--- src/inc/dsb_pkg.sv ---
// dsb_pkg: constants and types for the dual-slope converter sequencer.
// assumes a 100 MHz mclk; every time here is turned into cycles of it.
`default_nettype none

package dsb_pkg;
    // clock and internal oscillator
    localparam int CLK_PERIOD_NS = 10;
    localparam int OSC_FREQ_HZ = 786;
    localparam int OSC_CYC = 1_000_000_000 / (OSC_FREQ_HZ * CLK_PERIOD_NS);
    // sampling rates, periods rounded down to whole cycles
    localparam int FAST_RATE_HZ = 96;
    localparam int SLOW_RATE_HZ = 4;
    localparam int FAST_PERIOD_CYC = 1_000_000_000 / (FAST_RATE_HZ * CLK_PERIOD_NS);
    localparam int SLOW_PERIOD_CYC = 1_000_000_000 / (SLOW_RATE_HZ * CLK_PERIOD_NS);
    // conversion: integrate and de-integrate each up to FULL_STEPS count steps
    localparam int CONV_TIME_NS = 5_000_000;
    localparam int ZERO_OFS = 100;
    localparam int FULL_SCALE = 999;
    localparam int FULL_STEPS = ZERO_OFS + FULL_SCALE + 1;
    localparam int INT_STEPS = FULL_STEPS;
    localparam int STEP_CYC = CONV_TIME_NS / (CLK_PERIOD_NS * 2 * FULL_STEPS);
    localparam int CNT_W = 11;
    // display codes and reset values
    localparam logic [3:0] CODE_MINUS = 4'ha;
    localparam logic [3:0] CODE_OVER_POS = 4'hb;
    localparam logic [3:0] BCD_RST = 4'h0;
    // digit selects, active low, ordered {hundreds, tens, units}
    localparam logic [2:0] SEL_HUND = 3'h3;
    localparam logic [2:0] SEL_TENS = 3'h5;
    localparam logic [2:0] SEL_UNITS = 3'h6;

    typedef enum logic [1:0] {ST_IDLE, ST_INTEG, ST_DEINT} dsb_state_t;
    typedef enum logic [1:0] {DG_HUND, DG_TENS, DG_UNITS} dsb_digit_t;
endpackage

`default_nettype wire

--- src/hdl/dsb_conv_top.sv ---
// dsb_conv_top: sequencing of a dual-slope converter with multiplexed bcd scan.
// assumes analog comparator and rate-level detectors arrive asynchronously
// and an external decoder latches each digit from the inverted selects.
`timescale 1ns/1ps
`default_nettype none

// Contract
// - all timing from internal 786 Hz oscillator; here only the digit scan uses it, sampling and steps count mclk
// - rate input high gives 96 Hz sampling
// - rate input low or open gives 4 Hz
// - hold: 4 Hz, display frozen at last result
// - after hold, display updates, rate stays slow
// - fixed integrate, then switch to reference
// - count de-integrate steps, latch on comparator
// - digits multiplexed with matching digit select
// - conversion takes about 5 ms
// - overrange codes 1010 negative, 1011 positive
// - negative to -99: minus in hundreds
// - positive range up to 999 counts
module dsb_conv_top
    import dsb_pkg::*;
#(
    parameter int OSC_CYC_P = OSC_CYC,
    parameter int FAST_PERIOD_P = FAST_PERIOD_CYC,
    parameter int SLOW_PERIOD_P = SLOW_PERIOD_CYC,
    parameter int STEP_CYC_P = STEP_CYC
)
(
    input wire logic mclk,
    input wire logic rst_b,
    input wire logic rateHighLvl,
    input wire logic rateHoldLvl,
    input wire logic cmpReturned,
    output logic integrateEn,
    output logic deintegrateEn,
    output logic [3:0] bcdOut,
    output logic digitSelectHundreds_b,
    output logic digitSelectTens_b,
    output logic digitSelectUnits_b
);
    localparam int PER_W = $clog2(SLOW_PERIOD_P + 1);
    localparam int OSC_W = $clog2(OSC_CYC_P + 1);
    localparam int STEP_W = $clog2(STEP_CYC_P + 1);

    // two-flop synchronisers for the asynchronous inputs
    logic [2:0] syncA_q;
    logic [2:0] syncB_q;
    logic highSync;
    logic holdSync;
    logic cmpSync;

    always_ff @(posedge mclk or negedge rst_b) begin
        if (!rst_b) begin
            syncA_q <= 3'h0;
            syncB_q <= 3'h0;
        end else begin
            syncA_q <= {rateHighLvl, rateHoldLvl, cmpReturned};
            syncB_q <= syncA_q;
        end
    end
    assign highSync = syncB_q[2];
    assign holdSync = syncB_q[1];
    assign cmpSync = syncB_q[0];

    // sampling period; once hold has been seen the fast rate stays locked out
    logic slowLatch_q;
    logic slowLatch_d;
    logic [PER_W-1:0] perCnt_q;
    logic [PER_W-1:0] perCnt_d;
    logic [PER_W-1:0] periodTerm;
    logic fastSel;
    logic convStart;

    always_comb begin
        slowLatch_d = slowLatch_q | holdSync;
        fastSel = highSync & ~holdSync & ~slowLatch_q;
        periodTerm = fastSel ? PER_W'(FAST_PERIOD_P - 1) : PER_W'(SLOW_PERIOD_P - 1);
        // >= so that a switch to the shorter period never overruns the counter
        convStart = (perCnt_q >= periodTerm);
        perCnt_d = convStart ? '0 : perCnt_q + PER_W'(1);
    end

    always_ff @(posedge mclk or negedge rst_b) begin
        if (!rst_b) begin
            slowLatch_q <= 1'b0;
            perCnt_q <= '0;
        end else begin
            slowLatch_q <= slowLatch_d;
            perCnt_q <= perCnt_d;
        end
    end

    // conversion sequencer: fixed integrate, then counted de-integrate
    dsb_state_t state_q;
    dsb_state_t state_d;
    logic [STEP_W-1:0] stepCnt_q;
    logic [STEP_W-1:0] stepCnt_d;
    logic [CNT_W-1:0] count_q;
    logic [CNT_W-1:0] count_d;
    logic [CNT_W-1:0] result_q;
    logic [CNT_W-1:0] result_d;
    logic loadPend_q;
    logic loadPend_d;
    logic stepTick;

    always_comb begin
        stepTick = (stepCnt_q == STEP_W'(STEP_CYC_P - 1));
        state_d = state_q;
        stepCnt_d = stepTick ? '0 : stepCnt_q + STEP_W'(1);
        count_d = count_q;
        result_d = result_q;
        loadPend_d = 1'b0;
        unique case (state_q)
            ST_IDLE: begin
                stepCnt_d = '0;
                if (convStart) begin
                    state_d = ST_INTEG;
                    count_d = '0;
                end
            end
            ST_INTEG: begin
                if (stepTick) begin
                    if (count_q == CNT_W'(INT_STEPS - 1)) begin
                        state_d = ST_DEINT;
                        count_d = '0;
                    end else begin
                        count_d = count_q + CNT_W'(1);
                    end
                end
            end
            ST_DEINT: begin
                if (stepTick) begin
                    // trip at step zero means beyond the negative range
                    if (cmpSync || count_q == CNT_W'(FULL_STEPS)) begin
                        result_d = count_q;
                        loadPend_d = 1'b1;
                        state_d = ST_IDLE;
                    end else begin
                        count_d = count_q + CNT_W'(1);
                    end
                end
            end
        endcase
    end

    always_ff @(posedge mclk or negedge rst_b) begin
        if (!rst_b) begin
            state_q <= ST_IDLE;
            stepCnt_q <= '0;
            count_q <= '0;
            result_q <= '0;
            loadPend_q <= 1'b0;
        end else begin
            state_q <= state_d;
            stepCnt_q <= stepCnt_d;
            count_q <= count_d;
            result_q <= result_d;
            loadPend_q <= loadPend_d;
        end
    end

    // analog switch controls, decoded from the state flop
    assign integrateEn = (state_q == ST_INTEG);
    assign deintegrateEn = (state_q == ST_DEINT);

    // display latch: hold keeps the last reading taken before it
    logic [3:0] encHund;
    logic [3:0] encTens;
    logic [3:0] encUnits;
    logic [3:0] dispHund_q;
    logic [3:0] dispTens_q;
    logic [3:0] dispUnits_q;
    logic [3:0] dispHund_d;
    logic [3:0] dispTens_d;
    logic [3:0] dispUnits_d;

    dsb_digit_enc u_enc (
        .count(result_q),
        .hundCode(encHund),
        .tensCode(encTens),
        .unitsCode(encUnits)
    );

    always_comb begin
        dispHund_d = dispHund_q;
        dispTens_d = dispTens_q;
        dispUnits_d = dispUnits_q;
        if (loadPend_q && !holdSync) begin
            dispHund_d = encHund;
            dispTens_d = encTens;
            dispUnits_d = encUnits;
        end
    end

    always_ff @(posedge mclk or negedge rst_b) begin
        if (!rst_b) begin
            dispHund_q <= BCD_RST;
            dispTens_q <= BCD_RST;
            dispUnits_q <= BCD_RST;
        end else begin
            dispHund_q <= dispHund_d;
            dispTens_q <= dispTens_d;
            dispUnits_q <= dispUnits_d;
        end
    end

    // digit scan paced by the 786 Hz oscillator tick
    logic [OSC_W-1:0] oscCnt_q;
    logic [OSC_W-1:0] oscCnt_d;
    logic oscTick;
    dsb_digit_t digit_q;
    dsb_digit_t digit_d;
    logic [3:0] bcd_q;
    logic [3:0] bcd_d;
    logic [2:0] sel_q;
    logic [2:0] sel_d;

    always_comb begin
        oscTick = (oscCnt_q == OSC_W'(OSC_CYC_P - 1));
        oscCnt_d = oscTick ? '0 : oscCnt_q + OSC_W'(1);
        digit_d = digit_q;
        if (oscTick) begin
            unique case (digit_q)
                DG_HUND: digit_d = DG_TENS;
                DG_TENS: digit_d = DG_UNITS;
                DG_UNITS: digit_d = DG_HUND;
                default: digit_d = DG_HUND;
            endcase
        end
        // mux from next display value so bcd and select never disagree
        unique case (digit_d)
            DG_HUND: begin
                bcd_d = dispHund_d;
                sel_d = SEL_HUND;
            end
            DG_TENS: begin
                bcd_d = dispTens_d;
                sel_d = SEL_TENS;
            end
            default: begin
                bcd_d = dispUnits_d;
                sel_d = SEL_UNITS;
            end
        endcase
    end

    always_ff @(posedge mclk or negedge rst_b) begin
        if (!rst_b) begin
            oscCnt_q <= '0;
            digit_q <= DG_HUND;
            bcd_q <= BCD_RST;
            sel_q <= SEL_HUND;
        end else begin
            oscCnt_q <= oscCnt_d;
            digit_q <= digit_d;
            bcd_q <= bcd_d;
            sel_q <= sel_d;
        end
    end

    assign bcdOut = bcd_q;
    assign digitSelectHundreds_b = sel_q[2];
    assign digitSelectTens_b = sel_q[1];
    assign digitSelectUnits_b = sel_q[0];
endmodule

`default_nettype wire

--- src/hdl/dsb_digit_enc.sv ---
// dsb_digit_enc: turns a latched de-integrate count into three display codes.
// assumes count runs 0..FULL_STEPS with ZERO_OFS counts meaning zero volts.
`timescale 1ns/1ps
`default_nettype none

module dsb_digit_enc
    import dsb_pkg::*;
(
    input wire logic [CNT_W-1:0] count,
    output logic [3:0] hundCode,
    output logic [3:0] tensCode,
    output logic [3:0] unitsCode
);
    logic [CNT_W-1:0] mag;
    logic [CNT_W-1:0] hq;
    logic [CNT_W-1:0] tq;
    logic [CNT_W-1:0] uq;

    // sign, overrange and magnitude split; constant divisors keep this small
    always_comb begin
        mag = '0;
        if (count < CNT_W'(ZERO_OFS)) begin
            mag = CNT_W'(ZERO_OFS) - count;
        end else begin
            mag = count - CNT_W'(ZERO_OFS);
        end
        hq = mag / CNT_W'(100);
        tq = (mag / CNT_W'(10)) % CNT_W'(10);
        uq = mag % CNT_W'(10);
        hundCode = hq[3:0];
        tensCode = tq[3:0];
        unitsCode = uq[3:0];
        if (count == '0) begin
            // below -99: dashes in every digit
            hundCode = CODE_MINUS;
            tensCode = CODE_MINUS;
            unitsCode = CODE_MINUS;
        end else if (count < CNT_W'(ZERO_OFS)) begin
            hundCode = CODE_MINUS;
        end else if (count >= CNT_W'(FULL_STEPS)) begin
            hundCode = CODE_OVER_POS;
            tensCode = CODE_OVER_POS;
            unitsCode = CODE_OVER_POS;
        end
    end
endmodule

`default_nettype wire

--- config.mk ---
export PLATFORM = sky130hd
export DESIGN_NAME = dsb_conv_top
export DESIGN_NICKNAME = d
export VERILOG_FILES = /design/src/inc/dsb_pkg.sv /design/src/hdl/dsb_conv_top.sv /design/src/hdl/dsb_digit_enc.sv
export SDC_FILE = /design/constraint.sdc
export NUM_CORES = 1
export LEC_CHECK = 0
export ABC_AREA = 1
export CAP_MARGIN = 20
export CORE_MARGIN = 10
export CORE_UTILIZATION = 55
export CTS_CLUSTER_SIZE = 10
export DETAILED_ROUTE_END_ITERATION = 8
export DONT_BUFFER_PORTS = 1
export HOLD_SLACK_MARGIN = 0.06
export PLACE_DENSITY_LB_ADDON = 0.1
export SKIP_CTS_REPAIR_TIMING = 1
export SLEW_MARGIN = 20
export SYNTH_ARGS = -nofsm -noshare
export SYNTH_HDL_FRONTEND = slang
export SYNTH_HIERARCHICAL = 1
export SYNTH_SLANG_ARGS = --single-unit
--- constraint.sdc ---
create_clock -name mclk -period 8 [get_ports mclk]
set_input_delay 0.4 -clock mclk [delete_from_list [all_inputs] [get_ports mclk]]
set_output_delay 0.4 -clock mclk [all_outputs]
set_load 0.05 [all_outputs]
==> qor.csv <==
stage,metric,value,unit
status,status,"finished, final reports clean",
die,Site Rows,43,
routing,post-route ant nets,0,
logic_synthesis,commonest cells in the synthesized netlist,"287 x nand2_1, 135 x inv_1, 106 x nand3_1",
worst_setup_path,most frequent CP cell,nand2_2,
routing,Starting DRT DRC Count,326,
die,CORE AREA,14000,sq um
routing,first-pass iteration count of the detailed router,5,
logic_synthesis,ys flop type,dfrtp_1,
timing,Slew @ Worst Pin,0.669,ns
logic_synthesis,register area share after synthesis,32.3,%
timing,min cycle time layout,7.55,ns
placement,dpl hpwl,12000,um
logic_synthesis,ys async rst share,100,%
timing,setup ws final,0.448,ns
logic_synthesis,post-synthesis cell area,7980,sq um
clock_network,clk buf depth,2,
clock_network,Worst-Skew Late Latency,0.35,ns
worst_setup_path,Crit path required time,8.22,ns
finish,Final nets,1170,
worst_setup_path,Critical Path Start Type,flip-flop,
logic_synthesis,Syn Inst Count,1097,
logic_synthesis,Post-Synth Simple-Gate Area,42.7,%
clock_network,root buffer selected by CTS,clkbuf_16,
finish,ANT cells,0,
worst_setup_path,CP Class,flip-flop to flip-flop,
finish,Non-Filler Instances,1323,
routing,average wire per standard cell,12.3,um
clock_network,CTS tree,built,
flow_run,Max Cap Violations,0,
power_and_ir_drop,total power,1000,uW
logic_synthesis,post-synthesis adder-cell area fraction,4.23,%
die,IO Pins,14,
global_route,number of global-route vias before repair,6086,
placement,placer's final routability congestion estimate,0.845,
timing,Slew Limit Headroom,54.9,%
clock_network,clock transition at the registers of the reported paths,0.07,ns
logic_synthesis,Mean Syn Cell Area,7.28,sq um
routing,drt drc,0,
global_route,GRT Total Usage,15.7,%
clock_network,cts bufs inserted,9,
finish,area of the multi-input gates,5000,sq um
global_route,total grt overflow,0,
worst_setup_path,Max stage delay on crit path,0.44,ns
clock_network,clk sinks,103,
worst_setup_path,worst path arrival time,7.78,ns
logic_synthesis,Netlist cell types,58,
clock_network,CTS H-tree depth,3,
global_route,largest net degree at the start of global routing,104,
worst_setup_path,CP max FO,7,
timing,Worst Clk Skew,0.0108,ns
die,Die X,140,um
logic_synthesis,cell taking the most area after synthesis,dfrtp_1,
timing,Setup TNS Final,0,ns
logic_synthesis,largest cells by area after synthesis,"dfrtp_1 32%, nand2_1 13%, nand3_1 6.6%, inv_1 6.3%, nor2_1 4.7%",
logic_synthesis,mux cell area share after synthesis,1.82,%
global_route,antenna violations before repair,0,
logic_synthesis,"count leader, synth",nand2_1,
timing,final setup vio count,0,
logic_synthesis,xor and xnor area share after synthesis,3.40,%
hold_path,Hold WC Path Type,flip-flop to flip-flop,
die,die span in y,140,um
finish,proportion of layout cells with a drive suffix above 1,21.8,%
finish,synth-to-layout area growth,13.5,%
power_and_ir_drop,peak supply drop,0.195,mV
logic_synthesis,Yosys top cell area share,31.7,%
timing,max-slew violations,0,
routing,DR vias/cell,5.20,
finish,number of fillers in the final layout,1262,
logic_synthesis,number of synthesized register bits,103,
placement,placed cells,1269,
logic_synthesis,Post-synth EDFFs,0,
timing,Hold Fails Final Rpt,0,
finish,register area,2580,sq um
worst_setup_path,Slowest cell on crit path,dfrtp_2,
die,Starting Density,56.8,%
global_route,first-pass GRT wire length,26900,um
logic_synthesis,syn_nets,1129,
worst_setup_path,critical path endpoint category,flip-flop,
logic_synthesis,main combinational cell family by area after synthesis,simple AND/OR/NAND/NOR gates,
die,die outline area,19700,sq um
placement,pre-CTS setup slack,0.102,ns
logic_synthesis,Synth Area in Compound Gates,7.41,%
placement,Port Buffers,0,
timing,fmax,0.132,GHz
routing,detailed-route wire length,16200,um
timing,final worst-path cycle share,94.4,%
power_and_ir_drop,PD cells,111,nW/um^2
routing,vias,6880,
finish,fin util,64.5,%
power_and_ir_drop,Pleak,0.00459,uW
logic_synthesis,YS warnings,6,
==> flip-flops by register name, indices dropped and copies added (netlist names) <==
| signal | cells |
|---|---|
| bcdOut | 4 |
| count_q | 11 |
| digit_q | 2 |
| dispHund_q | 4 |
| dispTens_q | 4 |
| dispUnits_q | 4 |
| loadPend_q | 1 |
| oscCnt_q | 17 |
| perCnt_q | 25 |
| result_q | 11 |
| sel_q | 3 |
| slowLatch_q | 1 |
| state_q | 2 |
| stepCnt_q | 8 |
| syncA_q | 3 |
| syncB_q | 3 |
==> critical path: cells and delay by family, from the launching register on <==
kind / cells / cell delay [ns]
adders and majority gates: 4 / 0.67
muxes: 1 / 0.27
and+or+nand+nor: 54 / 4.70
AOI/OAI and AO/OA: 1 / 0.21
buffers and inverters: 13 / 1.12
DFF: 1 / 0.44
==> cells in the final DEF (no fill, tap or decap), types with 3 or more instances in the layout <==
| master | synthesis | final |
|---|---|---|
| nor3_2 | 7 | 8 |
| o21ai_1 | 15 | 14 |
| ha_1 | 27 | 24 |
| xor2_1 | 24 | 24 |
| nand2_8 | 1 | 3 |
| nand2_4 | 17 | 25 |
| nor4_1 | 5 | 5 |
| clkbuf_16 | 0 | 9 |
| nand3_4 | 5 | 9 |
| dfrtp_1 | 101 | 99 |
| nand2_1 | 287 | 270 |
| a31oi_1 | 4 | 4 |
| nand2_2 | 40 | 47 |
| nor3b_1 | 5 | 5 |
| nor2_4 | 8 | 9 |
| o21bai_1 | 3 | 3 |
| nor3_1 | 16 | 15 |
| o21ai_0 | 28 | 28 |
| mux2_2 | 12 | 11 |
| a21oi_1 | 26 | 26 |
| nor2_2 | 7 | 8 |
| dlygate4sd3_1 | 0 | 4 |
| xnor2_1 | 7 | 7 |
| inv_4 | 2 | 3 |
| buf_4 | 2 | 33 |
| a21oi_4 | 3 | 5 |
| nand3_2 | 14 | 19 |
| nand3_1 | 106 | 97 |
| nand3b_1 | 6 | 6 |
| or2_2 | 7 | 7 |
| inv_1 | 135 | 129 |
| inv_2 | 16 | 20 |
| nand4_1 | 18 | 18 |
| nor2_1 | 100 | 98 |
| nand4_2 | 3 | 3 |
==> area by class of cell <==
class	count	share of cell area, %
Timing Repair Buffer	39	3.70
Inverter	154	6.52
Clock inverter	7	1.05
Clock buffer	9	2.49
Tap cell	180	2.49
Multi-Input combinational cell	831	55.2
Sequential cell	103	28.5
==> per-stage QoR <==
stage	hold WS [ns]	instance area, sq um
4_1_cts	-0.277	8470
3_5_place_dp	0.108	8150
2_1_floorplan	0.104	7980
6_report	0.349	9060
5_1_grt	0.361	9060
3_3_place_gp	0.108	8150
==> metal layers <==
metal / routed length, um / global-route usage, % / part of all wire (%)
met1: 7790 / 19.8 / 48
met2: 7860 / 26.8 / 48
met3: 343 / 2.94 / 2.1
met4: 230 / 4.29 / 1.4
met5: 0 / 0 / 0
==> path summary, 6_finish.rpt <==
kind	startpoint	end	slack, ns	cells past startpoint
min in group asynchronous	rst_b	perCnt_q[7]$_DFF_PN0_	0.64	2
max reg2reg	result_q[2]$_DFFE_PN0P_	bcdOut[2]$_DFF_PN0_	0.45	73
min reg2reg	syncA_q[2]$_DFF_PN0_	syncB_q[2]$_DFF_PN0_	0.35	0
max	result_q[2]$_DFFE_PN0P_	bcdOut[2]$_DFF_PN0_	0.45	73
max in group asynchronous	rst_b	result_q[2]$_DFFE_PN0P_	6.98	2
min	syncA_q[2]$_DFF_PN0_	syncB_q[2]$_DFF_PN0_	0.35	0
==> power breakdown <==
part           leakage (uW)  total, uW  internal, uW  switching [uW]
combinational       0.00306       13.7          3.11            10.6
clock              0.000156        466           274             191
sequential          0.00138        523           522            1.10
==> logic make-up after synthesis <==
family | after synthesis
compound gates | 97
fa+ha+maj | 27
flops | 103
xor+xnor | 31
simple gates | 663
mux | 13
buf+inv | 163
(Power assumes the default switching activity.)
